File: src/lpmc_consts.svh
`ifndef LPMC_CONSTS_SVH
`define LPMC_CONSTS_SVH

// Register byte offsets
`define LPMC_OFS_STBY_CTRL 8'h00
`define LPMC_OFS_MSTOP_A 8'h04
`define LPMC_OFS_MSTOP_B 8'h08
`define LPMC_OFS_MSTOP_C 8'h0C
`define LPMC_OFS_MSTOP_D 8'h10
`define LPMC_OFS_OP_POWER 8'h14
`define LPMC_OFS_RET_CLK 8'h18
`define LPMC_OFS_SNOOZE 8'h1C
`define LPMC_OFS_SW_RESET 8'h20
`define LPMC_OFS_PROTECT 8'h24
`define LPMC_OFS_MODE_STAT 8'h28

// Field positions
`define LPMC_BIT_STANDBY_SEL 0
`define LPMC_BIT_DTC_STOP 28
`define LPMC_BIT_MTU_STOP 9
`define LPMC_BIT_CAN_STOP 0
`define LPMC_BIT_ELC_STOP 8
`define LPMC_BIT_CMPB_STOP 10
`define LPMC_BIT_RAM_STOP 0
`define LPMC_BIT_DEEP_SLEEP_EN 31
`define LPMC_BIT_RET_CLK_EN 7
`define LPMC_BIT_SNOOZE_EN 7
`define LPMC_PROT_CLOCK_GEN 0
`define LPMC_PROT_LOW_POWER 1
`define LPMC_PROT_LP_TIMER 2
`define LPMC_PROT_VOLT_DET 3

// Reset values
`define LPMC_RST_STBY_CTRL 32'h0000_0000
`define LPMC_RST_MSTOP_A 32'hFFFF_FFFF
`define LPMC_RST_MSTOP_B 32'hFFFF_FFFF
`define LPMC_RST_MSTOP_C 32'h7FFF_FFFE
`define LPMC_RST_MSTOP_D 32'hFFFF_FFFF
`define LPMC_RST_OP_POWER 8'h00
`define LPMC_RST_RET_CLK 8'h00
`define LPMC_RST_SNOOZE 8'h00
`define LPMC_RST_PROTECT 4'h0

// Keys and codes
`define LPMC_PROTECT_KEY 8'hA5
`define LPMC_SW_RESET_KEY 16'hA501
`define LPMC_CLK_LOW_SPEED 3'h0
`define LPMC_CLK_HIGH_SPEED 3'h1
`define LPMC_CLK_MAIN 3'h2

`endif

File: src/lpmc_pkg.sv
package lpmc_pkg;

    typedef enum logic [2:0] {
        LPMC_RUN,
        LPMC_SLEEP,
        LPMC_DEEP_SLEEP,
        LPMC_SW_STANDBY,
        LPMC_SNOOZE
    } lpmc_mode_type;

    typedef struct packed {
        logic psel;
        logic penable;
        logic pwrite;
        logic [7:0] paddr;
        logic [31:0] pwdata;
    } lpmc_apb_req_type;

    typedef struct packed {
        logic cpu_run;
        logic flash_run;
        logic ram_run;
        logic dtc_run;
        logic periph_run;
        logic main_osc_run;
        logic high_speed_osc_run;
        logic pll_run;
    } lpmc_domain_type;

    typedef struct packed {
        logic mtu_clk_en;
        logic can_clk_en;
        logic elc_clk_en;
        logic cmpb_clk_en;
    } lpmc_unit_clk_type;

endpackage

File: src/lpmc_ctrl.sv
// The APB register port and the placing of the registers are this design's own decisions.
`include "lpmc_consts.svh"
`timescale 1ns/1ps
`default_nettype none

module lpmc_ctrl #(
    parameter int RAM_TOP = 32'h0000_FFFF
) (
    // Clock, reset, enable
    input wire logic pclk,
    input wire logic presetn,
    input wire logic clk_en,
    // APB slave
    input wire lpmc_pkg::lpmc_apb_req_type apb_req,
    output logic pready,
    output logic pslverr,
    output logic [31:0] prdata,
    // CPU and wake-up events
    input wire logic wait_exec,
    input wire logic wake_irq,
    input wire logic snooze_request,
    input wire logic snooze_done,
    // Domain and unit controls
    output lpmc_pkg::lpmc_domain_type domain_run,
    output lpmc_pkg::lpmc_unit_clk_type unit_clk,
    output logic [31:0] module_stop_a,
    output logic [31:0] module_stop_b,
    output logic [31:0] module_stop_c,
    output logic [31:0] module_stop_d,
    output logic units_retained,
    output logic units_power_off,
    output logic [7:0] operating_power,
    // Clock return and reset
    output logic [2:0] return_clk_sel,
    output logic return_clk_switch,
    output logic sw_reset_req,
    // Write permission for outside register groups
    output logic clock_gen_wr_ok,
    output logic lp_timer_wr_ok,
    output logic volt_detect_wr_ok
);

    // The RAM stop bit covers one fixed region; a larger RAM
    // would need a second stop bit, so other sizes are refused
    initial begin
        if (RAM_TOP != 32'h0000_FFFF) begin
            $error("lpmc_ctrl: only a 64 KB RAM region is supported");
        end
    end

    lpmc_pkg::lpmc_mode_type mode_q;
    lpmc_pkg::lpmc_mode_type mode_d;
    logic standby_select_q;
    logic [31:0] mstop_a_q;
    logic [31:0] mstop_b_q;
    logic [31:0] mstop_c_q;
    logic [31:0] mstop_d_q;
    logic [7:0] op_power_q;
    logic [2:0] ret_sel_q;
    logic ret_en_q;
    logic [7:0] snooze_ctrl_q;
    logic [3:0] protect_q;
    logic ret_switch_q;
    logic sw_reset_q;
    logic [31:0] rdata_q;
    logic err_q;
    logic access;
    logic wr;
    logic low_power_ok;
    logic ret_code_ok;
    logic [31:0] wdata;
    logic [7:0] addr;

    // Known-register decode, used only by the error path; reads decode separately
    function automatic logic lpmc_mapped(input logic [7:0] a);
        case (a)
            `LPMC_OFS_STBY_CTRL, `LPMC_OFS_MSTOP_A, `LPMC_OFS_MSTOP_B,
            `LPMC_OFS_MSTOP_C, `LPMC_OFS_MSTOP_D, `LPMC_OFS_OP_POWER,
            `LPMC_OFS_RET_CLK, `LPMC_OFS_SNOOZE, `LPMC_OFS_SW_RESET,
            `LPMC_OFS_PROTECT, `LPMC_OFS_MODE_STAT: lpmc_mapped = 1'b1;
            default: lpmc_mapped = 1'b0;
        endcase
    endfunction

    function automatic logic lpmc_is_sleeping(input lpmc_pkg::lpmc_mode_type m);
        lpmc_is_sleeping = (m == lpmc_pkg::LPMC_SLEEP) || (m == lpmc_pkg::LPMC_DEEP_SLEEP);
    endfunction

    assign addr = apb_req.paddr;
    assign wdata = apb_req.pwdata;
    assign access = apb_req.psel && apb_req.penable && clk_en;
    // With clk_en low the access is invisible: no write lands and
    // no wait state is raised, so software must not use the bus then
    assign wr = access && apb_req.pwrite;
    assign low_power_ok = protect_q[`LPMC_PROT_LOW_POWER];
    // Prohibited codes refused only when the written enable bit is set
    assign ret_code_ok = !wdata[`LPMC_BIT_RET_CLK_EN] || (wdata[2:0] == `LPMC_CLK_LOW_SPEED)
        || (wdata[2:0] == `LPMC_CLK_HIGH_SPEED) || (wdata[2:0] == `LPMC_CLK_MAIN);

    // Zero-wait slave: every access completes in its first access cycle
    assign pready = 1'b1;
    assign pslverr = err_q;
    assign prdata = rdata_q;

    // Key in bits 15:8 guards against a stray write
    // clearing the protect bits; a keyless write is dropped
    // whole so the old pattern survives
    always_ff @(posedge pclk or negedge presetn) begin
        if (!presetn) begin
            protect_q <= `LPMC_RST_PROTECT;
        end else if (wr && addr == `LPMC_OFS_PROTECT && wdata[15:8] == `LPMC_PROTECT_KEY) begin
            protect_q <= wdata[3:0];
        end
    end

    always_ff @(posedge pclk or negedge presetn) begin
        if (!presetn) begin
            standby_select_q <= 1'b0;
            op_power_q <= `LPMC_RST_OP_POWER;
            snooze_ctrl_q <= `LPMC_RST_SNOOZE;
        end else if (wr && low_power_ok) begin
            case (addr)
                `LPMC_OFS_STBY_CTRL: standby_select_q <= wdata[`LPMC_BIT_STANDBY_SEL];
                `LPMC_OFS_OP_POWER: op_power_q <= wdata[7:0];
                `LPMC_OFS_SNOOZE: snooze_ctrl_q <= wdata[7:0];
                default: begin
                end
            endcase
        end
    end

    // Module stop registers: 1 stops, 0 releases
    always_ff @(posedge pclk or negedge presetn) begin
        if (!presetn) begin
            mstop_a_q <= `LPMC_RST_MSTOP_A;
            mstop_b_q <= `LPMC_RST_MSTOP_B;
            mstop_c_q <= `LPMC_RST_MSTOP_C;
            mstop_d_q <= `LPMC_RST_MSTOP_D;
        end else if (wr && low_power_ok) begin
            case (addr)
                `LPMC_OFS_MSTOP_A: mstop_a_q <= wdata;
                `LPMC_OFS_MSTOP_B: mstop_b_q <= wdata;
                `LPMC_OFS_MSTOP_C: mstop_c_q <= wdata;
                `LPMC_OFS_MSTOP_D: mstop_d_q <= wdata;
                default: begin
                end
            endcase
        end
    end

    // Return-clock register; is software's duty, enforced by the gate
    always_ff @(posedge pclk or negedge presetn) begin
        if (!presetn) begin
            ret_sel_q <= `LPMC_CLK_LOW_SPEED;
            ret_en_q <= 1'b0;
        end else if (wr && low_power_ok && addr == `LPMC_OFS_RET_CLK && ret_code_ok) begin
            ret_sel_q <= wdata[2:0];
            ret_en_q <= wdata[`LPMC_BIT_RET_CLK_EN];
        end
    end

    // Keyed one-cycle request; a wrong key leaves reset untouched
    // so a runaway program cannot reset the part by accident
    always_ff @(posedge pclk or negedge presetn) begin
        if (!presetn) begin
            sw_reset_q <= 1'b0;
        end else if (clk_en) begin
            sw_reset_q <= wr && low_power_ok && addr == `LPMC_OFS_SW_RESET
                && wdata[15:0] == `LPMC_SW_RESET_KEY;
        end
    end

    // Read data and error answer, registered for the access cycle edge
    // Decoding at setup keeps prdata a flop output while costing
    // no bus time, since the access phase follows anyway
    always_ff @(posedge pclk or negedge presetn) begin
        if (!presetn) begin
            rdata_q <= 32'h0000_0000;
            err_q <= 1'b0;
        end else if (clk_en) begin
            err_q <= 1'b0;
            if (apb_req.psel && !apb_req.penable) begin
                err_q <= !lpmc_mapped(addr);
                rdata_q <= 32'h0000_0000;
                if (!apb_req.pwrite) begin
                    case (addr)
                        `LPMC_OFS_STBY_CTRL: rdata_q <= {31'h0000_0000, standby_select_q};
                        `LPMC_OFS_MSTOP_A: rdata_q <= mstop_a_q;
                        `LPMC_OFS_MSTOP_B: rdata_q <= mstop_b_q;
                        `LPMC_OFS_MSTOP_C: rdata_q <= mstop_c_q;
                        `LPMC_OFS_MSTOP_D: rdata_q <= mstop_d_q;
                        `LPMC_OFS_OP_POWER: rdata_q <= {24'h00_0000, op_power_q};
                        `LPMC_OFS_RET_CLK: rdata_q <= {24'h00_0000, ret_en_q, 4'h0, ret_sel_q};
                        `LPMC_OFS_SNOOZE: rdata_q <= {24'h00_0000, snooze_ctrl_q};
                        `LPMC_OFS_PROTECT: rdata_q <= {28'h000_0000, protect_q};
                        `LPMC_OFS_MODE_STAT: rdata_q <= {29'h0000_0000, mode_q};
                        default: rdata_q <= 32'h0000_0000;
                    endcase
                end
            end
        end
    end

    // Mode sequencer
    always_comb begin
        mode_d = mode_q;
        case (mode_q)
            lpmc_pkg::LPMC_RUN: begin
                // Wait is honoured only from run; elsewhere it is dropped
                if (wait_exec) begin
                    if (standby_select_q) begin
                        mode_d = lpmc_pkg::LPMC_SW_STANDBY;
                    end else if (mstop_c_q[`LPMC_BIT_DEEP_SLEEP_EN]) begin
                        mode_d = lpmc_pkg::LPMC_DEEP_SLEEP;
                    end else begin
                        mode_d = lpmc_pkg::LPMC_SLEEP;
                    end
                end
            end
            lpmc_pkg::LPMC_SLEEP, lpmc_pkg::LPMC_DEEP_SLEEP: begin
                // Only an interrupt ends either sleep
                if (wake_irq) begin
                    mode_d = lpmc_pkg::LPMC_RUN;
                end
            end
            lpmc_pkg::LPMC_SW_STANDBY: begin
                // Interrupt has priority over a simultaneous snooze condition
                if (wake_irq) begin
                    mode_d = lpmc_pkg::LPMC_RUN;
                end else if (snooze_request && snooze_ctrl_q[`LPMC_BIT_SNOOZE_EN]) begin
                    mode_d = lpmc_pkg::LPMC_SNOOZE;
                end
            end
            lpmc_pkg::LPMC_SNOOZE: begin
                // Interrupt wins over completion in the same cycle
                if (wake_irq) begin
                    mode_d = lpmc_pkg::LPMC_RUN;
                end else if (snooze_done) begin
                    mode_d = lpmc_pkg::LPMC_SW_STANDBY;
                end
            end
            // Unused encodings recover to run rather than lock up
            default: mode_d = lpmc_pkg::LPMC_RUN;
        endcase
    end

    // Mode register freezes with clk_en, so events during a
    // frozen cycle are lost; callers must hold them if needed
    always_ff @(posedge pclk or negedge presetn) begin
        if (!presetn) begin
            mode_q <= lpmc_pkg::LPMC_RUN;
        end else if (clk_en) begin
            mode_q <= mode_d;
        end
    end

    // Switch to the selected oscillator on return from a sleep mode
    always_ff @(posedge pclk or negedge presetn) begin
        if (!presetn) begin
            ret_switch_q <= 1'b0;
        end else if (clk_en) begin
            ret_switch_q <= ret_en_q && lpmc_is_sleeping(mode_q) && mode_d == lpmc_pkg::LPMC_RUN;
        end
    end

    // Domain gating per mode
    // Standby stops the oscillators and PLL as well; a slow oscillator
    // kept alive for wake-up logic is outside this block
    always_comb begin
        domain_run = '1;
        case (mode_q)
            lpmc_pkg::LPMC_RUN: begin
            end
            lpmc_pkg::LPMC_SLEEP: begin
                domain_run.cpu_run = 1'b0;
            end
            lpmc_pkg::LPMC_DEEP_SLEEP: begin
                domain_run.cpu_run = 1'b0;
                domain_run.ram_run = 1'b0;
                domain_run.dtc_run = 1'b0;
                domain_run.flash_run = 1'b0;
            end
            lpmc_pkg::LPMC_SW_STANDBY: begin
                domain_run = '0;
            end
            lpmc_pkg::LPMC_SNOOZE: begin
                domain_run.cpu_run = 1'b0;
                domain_run.flash_run = 1'b0;
            end
            default: domain_run = '1;
        endcase
        // Optional units still obey their own stop bits
        domain_run.ram_run = domain_run.ram_run && !mstop_c_q[`LPMC_BIT_RAM_STOP];
        domain_run.dtc_run = domain_run.dtc_run && !mstop_a_q[`LPMC_BIT_DTC_STOP];
    end

    // Unit clocks need both the peripheral domain and a released
    // stop bit, so a stopped unit stays frozen across every mode
    always_comb begin
        unit_clk.mtu_clk_en = domain_run.periph_run && !mstop_a_q[`LPMC_BIT_MTU_STOP];
        unit_clk.can_clk_en = domain_run.periph_run && !mstop_b_q[`LPMC_BIT_CAN_STOP];
        unit_clk.elc_clk_en = domain_run.periph_run && !mstop_b_q[`LPMC_BIT_ELC_STOP];
        unit_clk.cmpb_clk_en = domain_run.periph_run && !mstop_b_q[`LPMC_BIT_CMPB_STOP];
    end

    // Retained-stop holds registers; no mode here reaches the powered-off stop
    assign units_retained = mode_q != lpmc_pkg::LPMC_RUN;
    assign units_power_off = 1'b0;

    // Register contents go out directly; consumers see a change
    // at the same edge where the write lands
    assign module_stop_a = mstop_a_q;
    assign module_stop_b = mstop_b_q;
    assign module_stop_c = mstop_c_q;
    assign module_stop_d = mstop_d_q;
    assign operating_power = op_power_q;
    assign return_clk_sel = ret_sel_q;
    assign return_clk_switch = ret_switch_q;
    assign sw_reset_req = sw_reset_q;
    assign clock_gen_wr_ok = protect_q[`LPMC_PROT_CLOCK_GEN];
    assign lp_timer_wr_ok = protect_q[`LPMC_PROT_LP_TIMER];
    assign volt_detect_wr_ok = protect_q[`LPMC_PROT_VOLT_DET];

endmodule

`default_nettype wire

File: config.mk
export PLATFORM = sky130hd
export DESIGN_NAME = lpmc_ctrl
export DESIGN_NICKNAME = d
export VERILOG_FILES = /design/src/lpmc_pkg.sv /design/src/lpmc_ctrl.sv
export VERILOG_INCLUDE_DIRS = /design/src
export SDC_FILE = /design/constraint.sdc
export NUM_CORES = 1
export LEC_CHECK = 0
export ABC_CLOCK_PERIOD_IN_PS = 2200
export BUFFER_PORTS_ARGS = -buffer_cell sky130_fd_sc_hd__buf_4
export CORE_MARGIN = 5
export CORE_UTILIZATION = 55
export CTS_BUF_LIST = sky130_fd_sc_hd__clkbuf_8
export DETAILED_ROUTE_END_ITERATION = 6
export HOLD_SLACK_MARGIN = 0.02
export PLACE_DENSITY = 0.85
export SKIP_LAST_GASP = 1
export SYNTH_ARGS = -nofsm -noshare
export SYNTH_HDL_FRONTEND = slang
export SYNTH_SLANG_ARGS = --single-unit
File: constraint.sdc
create_clock -name pclk -period 2.2 [get_ports pclk]
set_input_delay 0.44 -clock pclk [delete_from_list [all_inputs] [get_ports pclk]]
set_output_delay 0.44 -clock pclk [all_outputs]
set_load 0.05 [all_outputs]
==> flow_summary.json, run 1 <==
{
  "combPwrFrac_pct": 9.6,
  "finalSetupViolations": 0,
  "synth_cell_types": 62,
  "leakagePower_uw": 0.005446,
  "cts_buffers": 17,
  "io_pins": 242,
  "post_dp_cell_area_sq_um": 11160,
  "switchingPower_uw": 1638,
  "async_reset_ff_share_pct": 100.0,
  "drc_errors": 0,
  "row_count": 46,
  "grt_pass1_vias": 7039,
  "grt_overflow": 0,
  "hold_violations": 0,
  "endpoint_kind": "output pin",
  "worstSkewPairLatency_ns": 0.45,
  "antenna_cells": 0,
  "p_int_uw": 4702,
  "synth_area_leaders": "dfstp_2, mux2_2, dfrtp_1",
  "start_kind": "flip-flop",
  "avgViaCountPerCell": 5.918,
  "fill_cells": 1133,
  "seqCellArea_sq_um": 4940,
  "synth_warnings": 0,
  "syn-num-nets": 734,
  "max_freq_mhz": 474.8,
  "synthTopCellsByCount": "mux2_2, dfstp_2, dfrtp_1",
  "synth_edf_count": 0,
  "cts_max_level": 4,
  "vias": 6906,
  "die-height_um": 137.1,
  "avgSynthCellArea_sq_um": 12.99,
  "initial_utilization_pct": 55.94,
  "clock_path_buffers": 2,
  "multi_input_area_sq_um": 3715,
  "final_nets": 988,
  "ys_ff_latch": 191,
  "worstSetupPathType": "flip-flop to output pin",
  "cts_tree": "yes",
  "fin_util_pct": 72.84,
  "yosysSeqAreaShare_pct": 55.56,
  "gp_congestion": 0.9463,
  "fin_crit_ns": 2.106,
  "drv_cap": 0,
  "required_ns": 1.76,
  "grt_max_degree": 123,
  "grt_pass1_wl_mm": 40.59,
  "status": "complete, no violations",
  "drt-initial-drc-count": 563,
  "root_buffer": "clkbuf_8",
  "drive_gt1_share_pct": 66.67,
  "worstPathArrival_ns": 1.67,
  "peakVddDrop_mv": 0.3452,
  "fin_total_pwr_uw": 6340,
  "synthDominantCellAreaShare_pct": 37.26,
  "die_w_um": 137.1,
  "track_usage_pct": 28.43,
  "cts.sinks": 191,
  "synth.most_common_cell": "mux2_2",
  "wl_mm": 26.48,
  "slew_headroom_pct": 54.54,
  "cp_max_fo": 5,
  "syn_to_final_growth_pct": 30.22,
  "min_path_type": "input port to flip-flop",
  "design.core.area_sq_um": 15890,
  "dp_hpwl_mm": 19.30,
  "setup_tns_ns": 0,
  "clock_skew_ns": 0.008366,
  "syn_area_sq_um": 8886,
  "worst_slack_ns": 0.09394,
  "finalCritPeriodShare_pct": 95.73,
  "dieArea_sq_um": 18800,
  "power_density_nw_per_um2": 547.9,
  "antenna_found_initial": 0,
  "ys.flop_type": "dfstp_2",
  "drv_slew": 0,
  "finalInstanceArea_sq_um": 11570,
  "ant_nets": 0,
  "yosys.area.top_type": "dfstp_2",
  "numPortBuffers": 239,
  "sw_frac_of_total_pct": 25.84,
  "first_pass_iters": 6,
  "syn_inst": 684,
  "post-place-ws_ns": 0.04274,
  "p_clk_share_pct": 34.5,
  "cts.clk_slew.worst_paths_ns": 0.09,
  "seqPwrFrac_pct": 55.9,
  "tightestPinTransition_ns": 0.6819,
  "wl_per_cell_um": 22.69
}
## metrics by stage
| stage | hold WS, ns | instances |
|---|---|---|
| finish | 0.2264 | 1167 |
| global route | 0.2092 | 1167 |
| CTS | 0.1931 | 1165 |
| detailed placement | 0.4063 | 1132 |
| global placement | 0.4068 | 1132 |
| floorplan | 0.1444 | 684 |
## metal layers
metal / track usage (%) / wire, um
met1: 38.96 / 10950
met2: 45.50 / 12920
met3: 5.074 / 1864
met4: 10.59 / 739
met5: 0 / 0
## layout make-up
cell class | count | share of cell area (%)
flip-flops and latches | 191 | 42.69
multi-input cells | 434 | 32.10
well taps | 216 | 2.336
inverters | 7 | 0.2271
clock inverters | 12 | 0.8326
clock buffers | 20 | 2.379
repair buffers | 287 | 19.43
## worst paths after layout
check | from | to | slack (ns) | cells after the start
max reg2reg | protect_q[1]$_DFFE_PN0P_ | return_clk_sel[0]$_DFFE_PN0P_ | 0.55 | 4
min in group asynchronous | presetn | module_stop_c[3]$_DFFE_PN1P_ | 0.53 | 2
max | mode_q[1]$_DFFE_PN0P_ | domain_run[1] | 0.09 | 4
min | apb_req[20] | module_stop_d[20]$_DFFE_PN1P_ | 0.23 | 2
min reg2reg | prdata[8]$_DFFE_PN0P_ | prdata[8]$_DFFE_PN0P_ | 0.49 | 2
max in group asynchronous | presetn | prdata[22]$_DFFE_PN0P_ | 1.02 | 3
## power groups by stage
stage	sequential (uW)	clock (uW)	combinational, uW
after global routing	3550	2370	648
after CTS	3550	2220	600
after floorplan	3600	0	291
final	3550	2190	609
after detailed placement	3600	0	597
after global placement	3600	0	594
## sequential cells by signal (all words and copies together), names as in the netlist, 4 cells and up
register	cells
module_stop_a	32
module_stop_b	32
module_stop_c	32
module_stop_d	32
operating_power	8
prdata	32
protect_q	4
snooze_ctrl_q	8
## cell usage in the layout (no fill, tap or decap), drive strengths merged, types with 3 or more instances in the layout
cell type	Yosys	final
a221oi	4	4
clkbuf	22	20
nor2b	5	5
mux2i	7	7
nor4	3	3
clkinv	0	3
nand2b	3	3
a21o	3	3
or3	3	3
nor3b	4	4
buf	30	286
dfrtp	65	65
mux2	180	180
and3	3	3
and2	5	5
a22oi	28	28
nor2	17	17
a32oi	3	3
o21ai	31	31
nand3	12	12
dfstp	126	126
inv	7	13
nand2	45	45
nor3	4	4
a22o	22	22
nand3b	3	3
a2bb2oi	6	6
o22ai	4	4
a21oi	6	6
## cells by family (layout without fill, tap and decap cells)
family | count (synthesis) | count (layout) | share of synthesized area [%]
simple gates | 118 | 118 | 7.097
other cells | 2 | 2 | 0.08451
compound gates | 124 | 124 | 10.07
xor+xnor | 1 | 1 | 0.09858
buf+inv | 59 | 326 | 2.985
flops | 191 | 191 | 55.56
mux | 189 | 189 | 24.11
## what timing repair did
item | in CTS | in global routing
endpoints found under the hold margin | 31 | 0
endpoints found under the setup margin | 5 | 7
pin swaps | 0 | 0
gates resized for setup | 1 | 4
buffers inserted | 0 | 2
cloned | 0 | 0
hold buffers | 1 | 0
## worst max-delay path, cell delays in order (launching register included)
cell and delay (ns):
dfrtp_2 0.46, nor2b_1 0.15, and2_2 0.23, inv_1 0.14
buf_4 0.23
(Power assumes the default switching activity.)
==> run 2, diff against run 1 <==
--- a/config.mk
+++ b/config.mk
@@ -13,7 +13,7 @@
 export CTS_BUF_LIST = sky130_fd_sc_hd__clkbuf_8
 export DETAILED_ROUTE_END_ITERATION = 6
 export HOLD_SLACK_MARGIN = 0.02
-export PLACE_DENSITY = 0.85
+export PLACE_DENSITY = 0.82
 export SKIP_LAST_GASP = 1
 export SYNTH_ARGS = -nofsm -noshare
 export SYNTH_HDL_FRONTEND = slang
==> run 2 against run 1 <==
Compared with the run above: total power grew 1.1%; clock-buffer cell count shrank 3; critical endpoint is now domain_run[6]; final cell count grew 0.34%; combinational power grew 2%; routed wire length grew 6.6%; sequential power is essentially flat; critical path type unchanged; core utilization grew 0.33 points; setup slack lost 0.087 ns; worst hold slack is essentially flat; sequential share of layout area shrank 0.19 points; first-iteration DRC count shrank 30%.
==> flow_summary.json, run 2 (synthesis results as in run 1) <==
{
  "dp.cells": 1136,
  "wl_mm": 28.23,
  "layout_commonest_cell": "buf_4",
  "crit_chain": "nor3b_1, nor2_1, buf_4",
  "slew_headroom_pct": 65.13,
  "cp_max_fo": 10,
  "drv_slew": 0,
  "start_kind": "flip-flop",
  "worst_slack_ns": 0.006581,
  "stdcell_count": 1171,
  "rr_endpoint": "return_clk_switch$_DFFE_PN0P_",
  "first_pass_iters": 5,
  "r2r_slack_ns": 0.51,
  "final_cell_mix": "buf_4, mux2_2, dfstp_2, dfrtp_1, nand2_1",
  "grt_max_degree": 61,
  "crit_path_top_delay_cell": "dfrtp_1",
  "io_pins": 242,
  "hp-start": "apb_req[27]",
  "rr_worst_depth": 4,
  "cts.sinks": 191,
  "fin_hold_ws_ns": 0.2259,
  "vias": 7080,
  "numPortBuffers": 239,
  "die_w_um": 137.1,
  "drv_cap": 0,
  "grt_pass1_vias": 7458,
  "gp_congestion": 1.039,
  "path_delay_family": "flip-flops",
  "row_count": 46,
  "wl_per_cell_um": 24.11,
  "peakVddDrop_mv": 0.3807,
  "design.core.area_sq_um": 15890,
  "max_stage_delay_ns": 0.55,
  "status": "complete, no violations",
  "fin_total_pwr_uw": 6407,
  "power_density_nw_per_um2": 551.2,
  "min_path_cells": 2,
  "finalSetupViolations": 0,
  "leakagePower_uw": 0.005455,
  "required_ns": 1.76,
  "reg2reg_from": "mode_q[0]$_DFFE_PN0P_",
  "endpoint_kind": "output pin",
  "syn_to_final_growth_pct": 30.81,
  "cts_max_level": 4,
  "clock_path_buffers": 2,
  "worstPathArrival_ns": 1.75,
  "fin_crit_ns": 2.193,
  "cts_buffers": 17,
  "finalCritPeriodShare_pct": 99.70,
  "grt_pass1_wl_mm": 42.99,
  "holdPathEnd": "module_stop_a[27]$_DFFE_PN1P_",
  "initial_utilization_pct": 55.94,
  "rsz0062_at_grt": "yes",
  "worstSetupPathType": "flip-flop to output pin",
  "cts_tree": "yes",
  "clock_skew_ns": 0.009617,
  "post-place-ws_ns": 0.05680,
  "worstSkewPairLatency_ns": 0.47,
  "root_buffer": "clkbuf_8",
  "antenna_cells": 0,
  "drive_gt1_share_pct": 67.12,
  "cts.clk_slew.worst_paths_ns": 0.10,
  "die-height_um": 137.1,
  "grt_overflow": 0,
  "tightestPinTransition_ns": 0.5099,
  "max_freq_mhz": 455.9,
  "antenna_found_initial": 0,
  "ant_nets": 0,
  "final_nets": 992,
  "hold_violations": 0,
  "drt-initial-drc-count": 392,
  "avgViaCountPerCell": 6.046,
  "min_path_type": "input port to flip-flop",
  "track_usage_pct": 30.32,
  "dp_hpwl_mm": 20.49,
  "setup_tns_ns": 0,
  "dieArea_sq_um": 18800,
  "drc_errors": 0,
  "worst-path-buf-inv": 1
}
-- run 2: changes by cell type in the layout (fill, tap and decap cells not counted), sizes merged --
cell,delta
clkbuf,-2
buf,+3
inv,-1
clkinv,+4
-- run 2: cell type report --
class,instances,area [sq um]
Clock buffer,17,234.0
Timing Repair Buffer,291,2293
Inverter,7,26.28
Clock inverter,15,155.1
Sequential cell,191,4940
Tap cell,216,270.3
Multi-Input combinational cell,434,3705
Fill cell,1103,4262
-- run 2: what timing repair did --
action / in CTS / in global routing
gates cloned: 0 / 0
hold buffers: 1 / 0
setup endpoints to repair: 6 / 11
setup buffers: 0 / 2
resized for setup: 1 / 3
endpoints found under the hold margin: 20 / 0
-- run 2: worst max-delay path by stage --
stage / from / to / slack [ns] / cells after the start
6_report: mode_q[0]$_DFFE_PN0P_ / domain_run[6] / 0.007 / 3
5_1_grt: mode_q[0]$_DFFE_PN0P_ / domain_run[6] / -0.06 / 3
4_1_cts: mode_q[1]$_DFFE_PN0P_ / domain_run[2] / -0.02 / 4
3_5_place_dp: apb_req[37] / prdata[5]$_DFFE_PN0P_ / 0.06 / 5
3_3_place_gp: apb_req[34] / prdata[0]$_DFFE_PN0P_ / 0.002 / 6
2_1_floorplan: apb_req[36] / protect_q[3]$_DFFE_PN0P_ / 0.18 / 5
-- run 2: power by group --
| group | internal, uW | switching [uW] |
|---|---|---|
| sequential | 3530 | 18.8 |
| combinational | 199 | 420 |
| clock | 931 | 1310 |
-- run 2: layer usage --
| metal | up-vias | wire length [um] | GRT usage, % |
|---|---|---|---|
| met3 | 86 | 2183 | 5.110 |
| met1 | 3583 | 10700 | 38.30 |
| met4 | 0 | 1171 | 13.80 |
| li1 | 3032 | - | - |
| met2 | 379 | 14180 | 51.14 |
| met5 | - | 0 | 0 |
-- run 2: worst reg2reg max path, delay by kind of cell, from the launching register on --
kind	cells	cell delay, ns
compound gates	3	0.58
simple gates	1	0.44
flops	1	0.55
-- run 2: stage by stage --
step                      utilization, %  area, sq um
after global routing               73.17        11620
final                              73.17        11620
after global placement             70.51        11200
after detailed placement           70.51        11200
after CTS                          73.03        11600
after floorplan                        -         8886
==> run 3, diff against run 2 <==
--- a/config.mk
+++ b/config.mk
@@ -6,14 +6,14 @@
 export SDC_FILE = /design/constraint.sdc
 export NUM_CORES = 1
 export LEC_CHECK = 0
-export ABC_CLOCK_PERIOD_IN_PS = 2200
+export ABC_CLOCK_PERIOD_IN_PS = 2000
 export BUFFER_PORTS_ARGS = -buffer_cell sky130_fd_sc_hd__buf_4
 export CORE_MARGIN = 5
-export CORE_UTILIZATION = 55
+export CORE_UTILIZATION = 49
 export CTS_BUF_LIST = sky130_fd_sc_hd__clkbuf_8
 export DETAILED_ROUTE_END_ITERATION = 6
 export HOLD_SLACK_MARGIN = 0.02
-export PLACE_DENSITY = 0.82
+export PLACE_DENSITY = 0.77
 export SKIP_LAST_GASP = 1
 export SYNTH_ARGS = -nofsm -noshare
 export SYNTH_HDL_FRONTEND = slang
==> constraint.sdc (replaced) <==
create_clock -name pclk -period 2 [get_ports pclk]
set_input_delay 0.4 -clock pclk [delete_from_list [all_inputs] [get_ports pclk]]
set_output_delay 0.4 -clock pclk [all_outputs]
set_load 0.05 [all_outputs]
==> run 3 against run 2 <==
Compared with the run above: first-iteration DRC count rose by 53%; core utilization fell by 6.3 points; sequential share of layout area fell by 1.2 points; die area rose by 11%; clock-buffer cell count rose by 2; flip-flop and latch count did not move; total power rose by 16%; critical path depth rose by 1; final cell count rose by 3.2%; combinational power rose by 17%.
==> flow_summary.json, run 3 (synthesis results as in run 1) <==
{
  "fin_crit_ns": 1.941,
  "cts_tree": "yes",
  "dp.cells": 1168,
  "grt_max_degree": 52,
  "cp_max_fo": 5,
  "ant_nets": 0,
  "drive_gt1_share_pct": 68.23,
  "io_pins": 242,
  "final_cell_mix": "buf_4, mux2_2, dfstp_2, dfrtp_1, nand2_1",
  "numPortBuffers": 239,
  "worst-path-buf-inv": 1,
  "dieArea_sq_um": 20930,
  "fin_hold_ws_ns": 0.1730,
  "grt_pass1_vias": 7275,
  "cts_buffers": 17,
  "die-height_um": 144.7,
  "vias": 6868,
  "design.core.area_sq_um": 17900,
  "wl_mm": 27.00,
  "stdcell_count": 1208,
  "tightestPinTransition_ns": 0.5258,
  "drc_errors": 0,
  "cts_max_level": 4,
  "cts.clk_slew.worst_paths_ns": 0.10,
  "rsz0062_at_grt": "yes",
  "row_count": 49,
  "avgViaCountPerCell": 5.685,
  "cts.sinks": 191,
  "finalSetupViolations": 0,
  "drv_cap": 0,
  "clock_path_buffers": 2,
  "drt-initial-drc-count": 600,
  "final_nets": 1016,
  "wl_per_cell_um": 22.35,
  "grt_overflow": 0,
  "crit_path_top_delay_cell": "dfrtp_2",
  "max_freq_mhz": 515.1,
  "required_ns": 1.60,
  "fin_util_pct": 66.86,
  "status": "complete, no violations",
  "min_path_type": "input port to flip-flop",
  "initial_utilization_pct": 49.64,
  "worstSkewPairLatency_ns": 0.46,
  "worstPathArrival_ns": 1.54,
  "syn_to_final_growth_pct": 34.71,
  "die_w_um": 144.7,
  "antenna_cells": 0,
  "setup_tns_ns": 0,
  "slew_headroom_pct": 64.62,
  "gp_congestion": 0.8832,
  "path_delay_family": "flip-flops",
  "root_buffer": "clkbuf_8",
  "first_pass_iters": 6,
  "leakagePower_uw": 0.005649,
  "crit_chain": "nor2b_1, and2_4, nor2_1, buf_4",
  "start_kind": "flip-flop",
  "antenna_found_initial": 0,
  "dp_hpwl_mm": 20.02,
  "power_density_nw_per_um2": 620.3,
  "layout_commonest_cell": "buf_4",
  "finalCritPeriodShare_pct": 97.06,
  "hold_violations": 0,
  "max_stage_delay_ns": 0.45,
  "grt_pass1_wl_mm": 41.69,
  "clock_skew_ns": 0.01105,
  "drv_slew": 0,
  "track_usage_pct": 26.14,
  "worstSetupPathType": "flip-flop to output pin",
  "endpoint_kind": "output pin",
  "peakVddDrop_mv": 0.3976
}
==> run 3: final cells by class <==
type,count,area (sq um)
Clock buffer,19,261.5
Clock inverter,13,173.9
Fill cell,1402,5932
Inverter,7,28.78
Multi-Input combinational cell,434,3727
Sequential cell,191,4941
Tap cell,229,286.5
Timing Repair Buffer,315,2551
==> run 3: path summary, 6_finish.rpt <==
check / startpoint / endpoint / cells past startpoint / slack [ns]
max: mode_q[1]$_DFFE_PN0P_ / unit_clk[1] / 4 / 0.06
min: apb_req[20] / module_stop_d[20]$_DFFE_PN1P_ / 2 / 0.17
max reg2reg: protect_q[1]$_DFFE_PN0P_ / module_stop_d[22]$_DFFE_PN1P_ / 6 / 0.41
min reg2reg: prdata[10]$_DFFE_PN0P_ / prdata[10]$_DFFE_PN0P_ / 2 / 0.49
max in group asynchronous: presetn / module_stop_d[28]$_DFFE_PN1P_ / 3 / 0.87
min in group asynchronous: presetn / return_clk_switch$_DFFE_PN0P_ / 2 / 0.43
==> run 3: timing repair <==
action,CTS,global route
endpoints found under the setup margin,13,10
hold buffers,1,0
resized for setup,10,12
buffers inserted,4,3
endpoints found under the hold margin,20,0
pin swaps,0,1
==> run 3: metrics by stage <==
| step | area, sq um | power, uW | worst slack [ns] |
|---|---|---|---|
| floorplan | 8886 | 4275 | 0.02221 |
| global placement | 11410 | 4641 | -0.07300 |
| detailed placement | 11410 | 4647 | -0.09793 |
| CTS | 11910 | 7457 | -0.02480 |
| global route | 11970 | 7683 | -0.02160 |
| finish | 11970 | 7425 | 0.05880 |
==> run 3: report_power, final <==
part	total [uW]	internal, uW	switching [uW]
registers	3900	3880	19.9
logic	726	258	468
clock network	2800	1420	1370
total	7420	5560	1860
==> run 3: per-layer routing <==
metal	global-route usage, %	share of wire [%]
met2	41.58	48
met4	8.738	2.3
met3	8.413	9.6
met1	34.13	40
met5	0	0
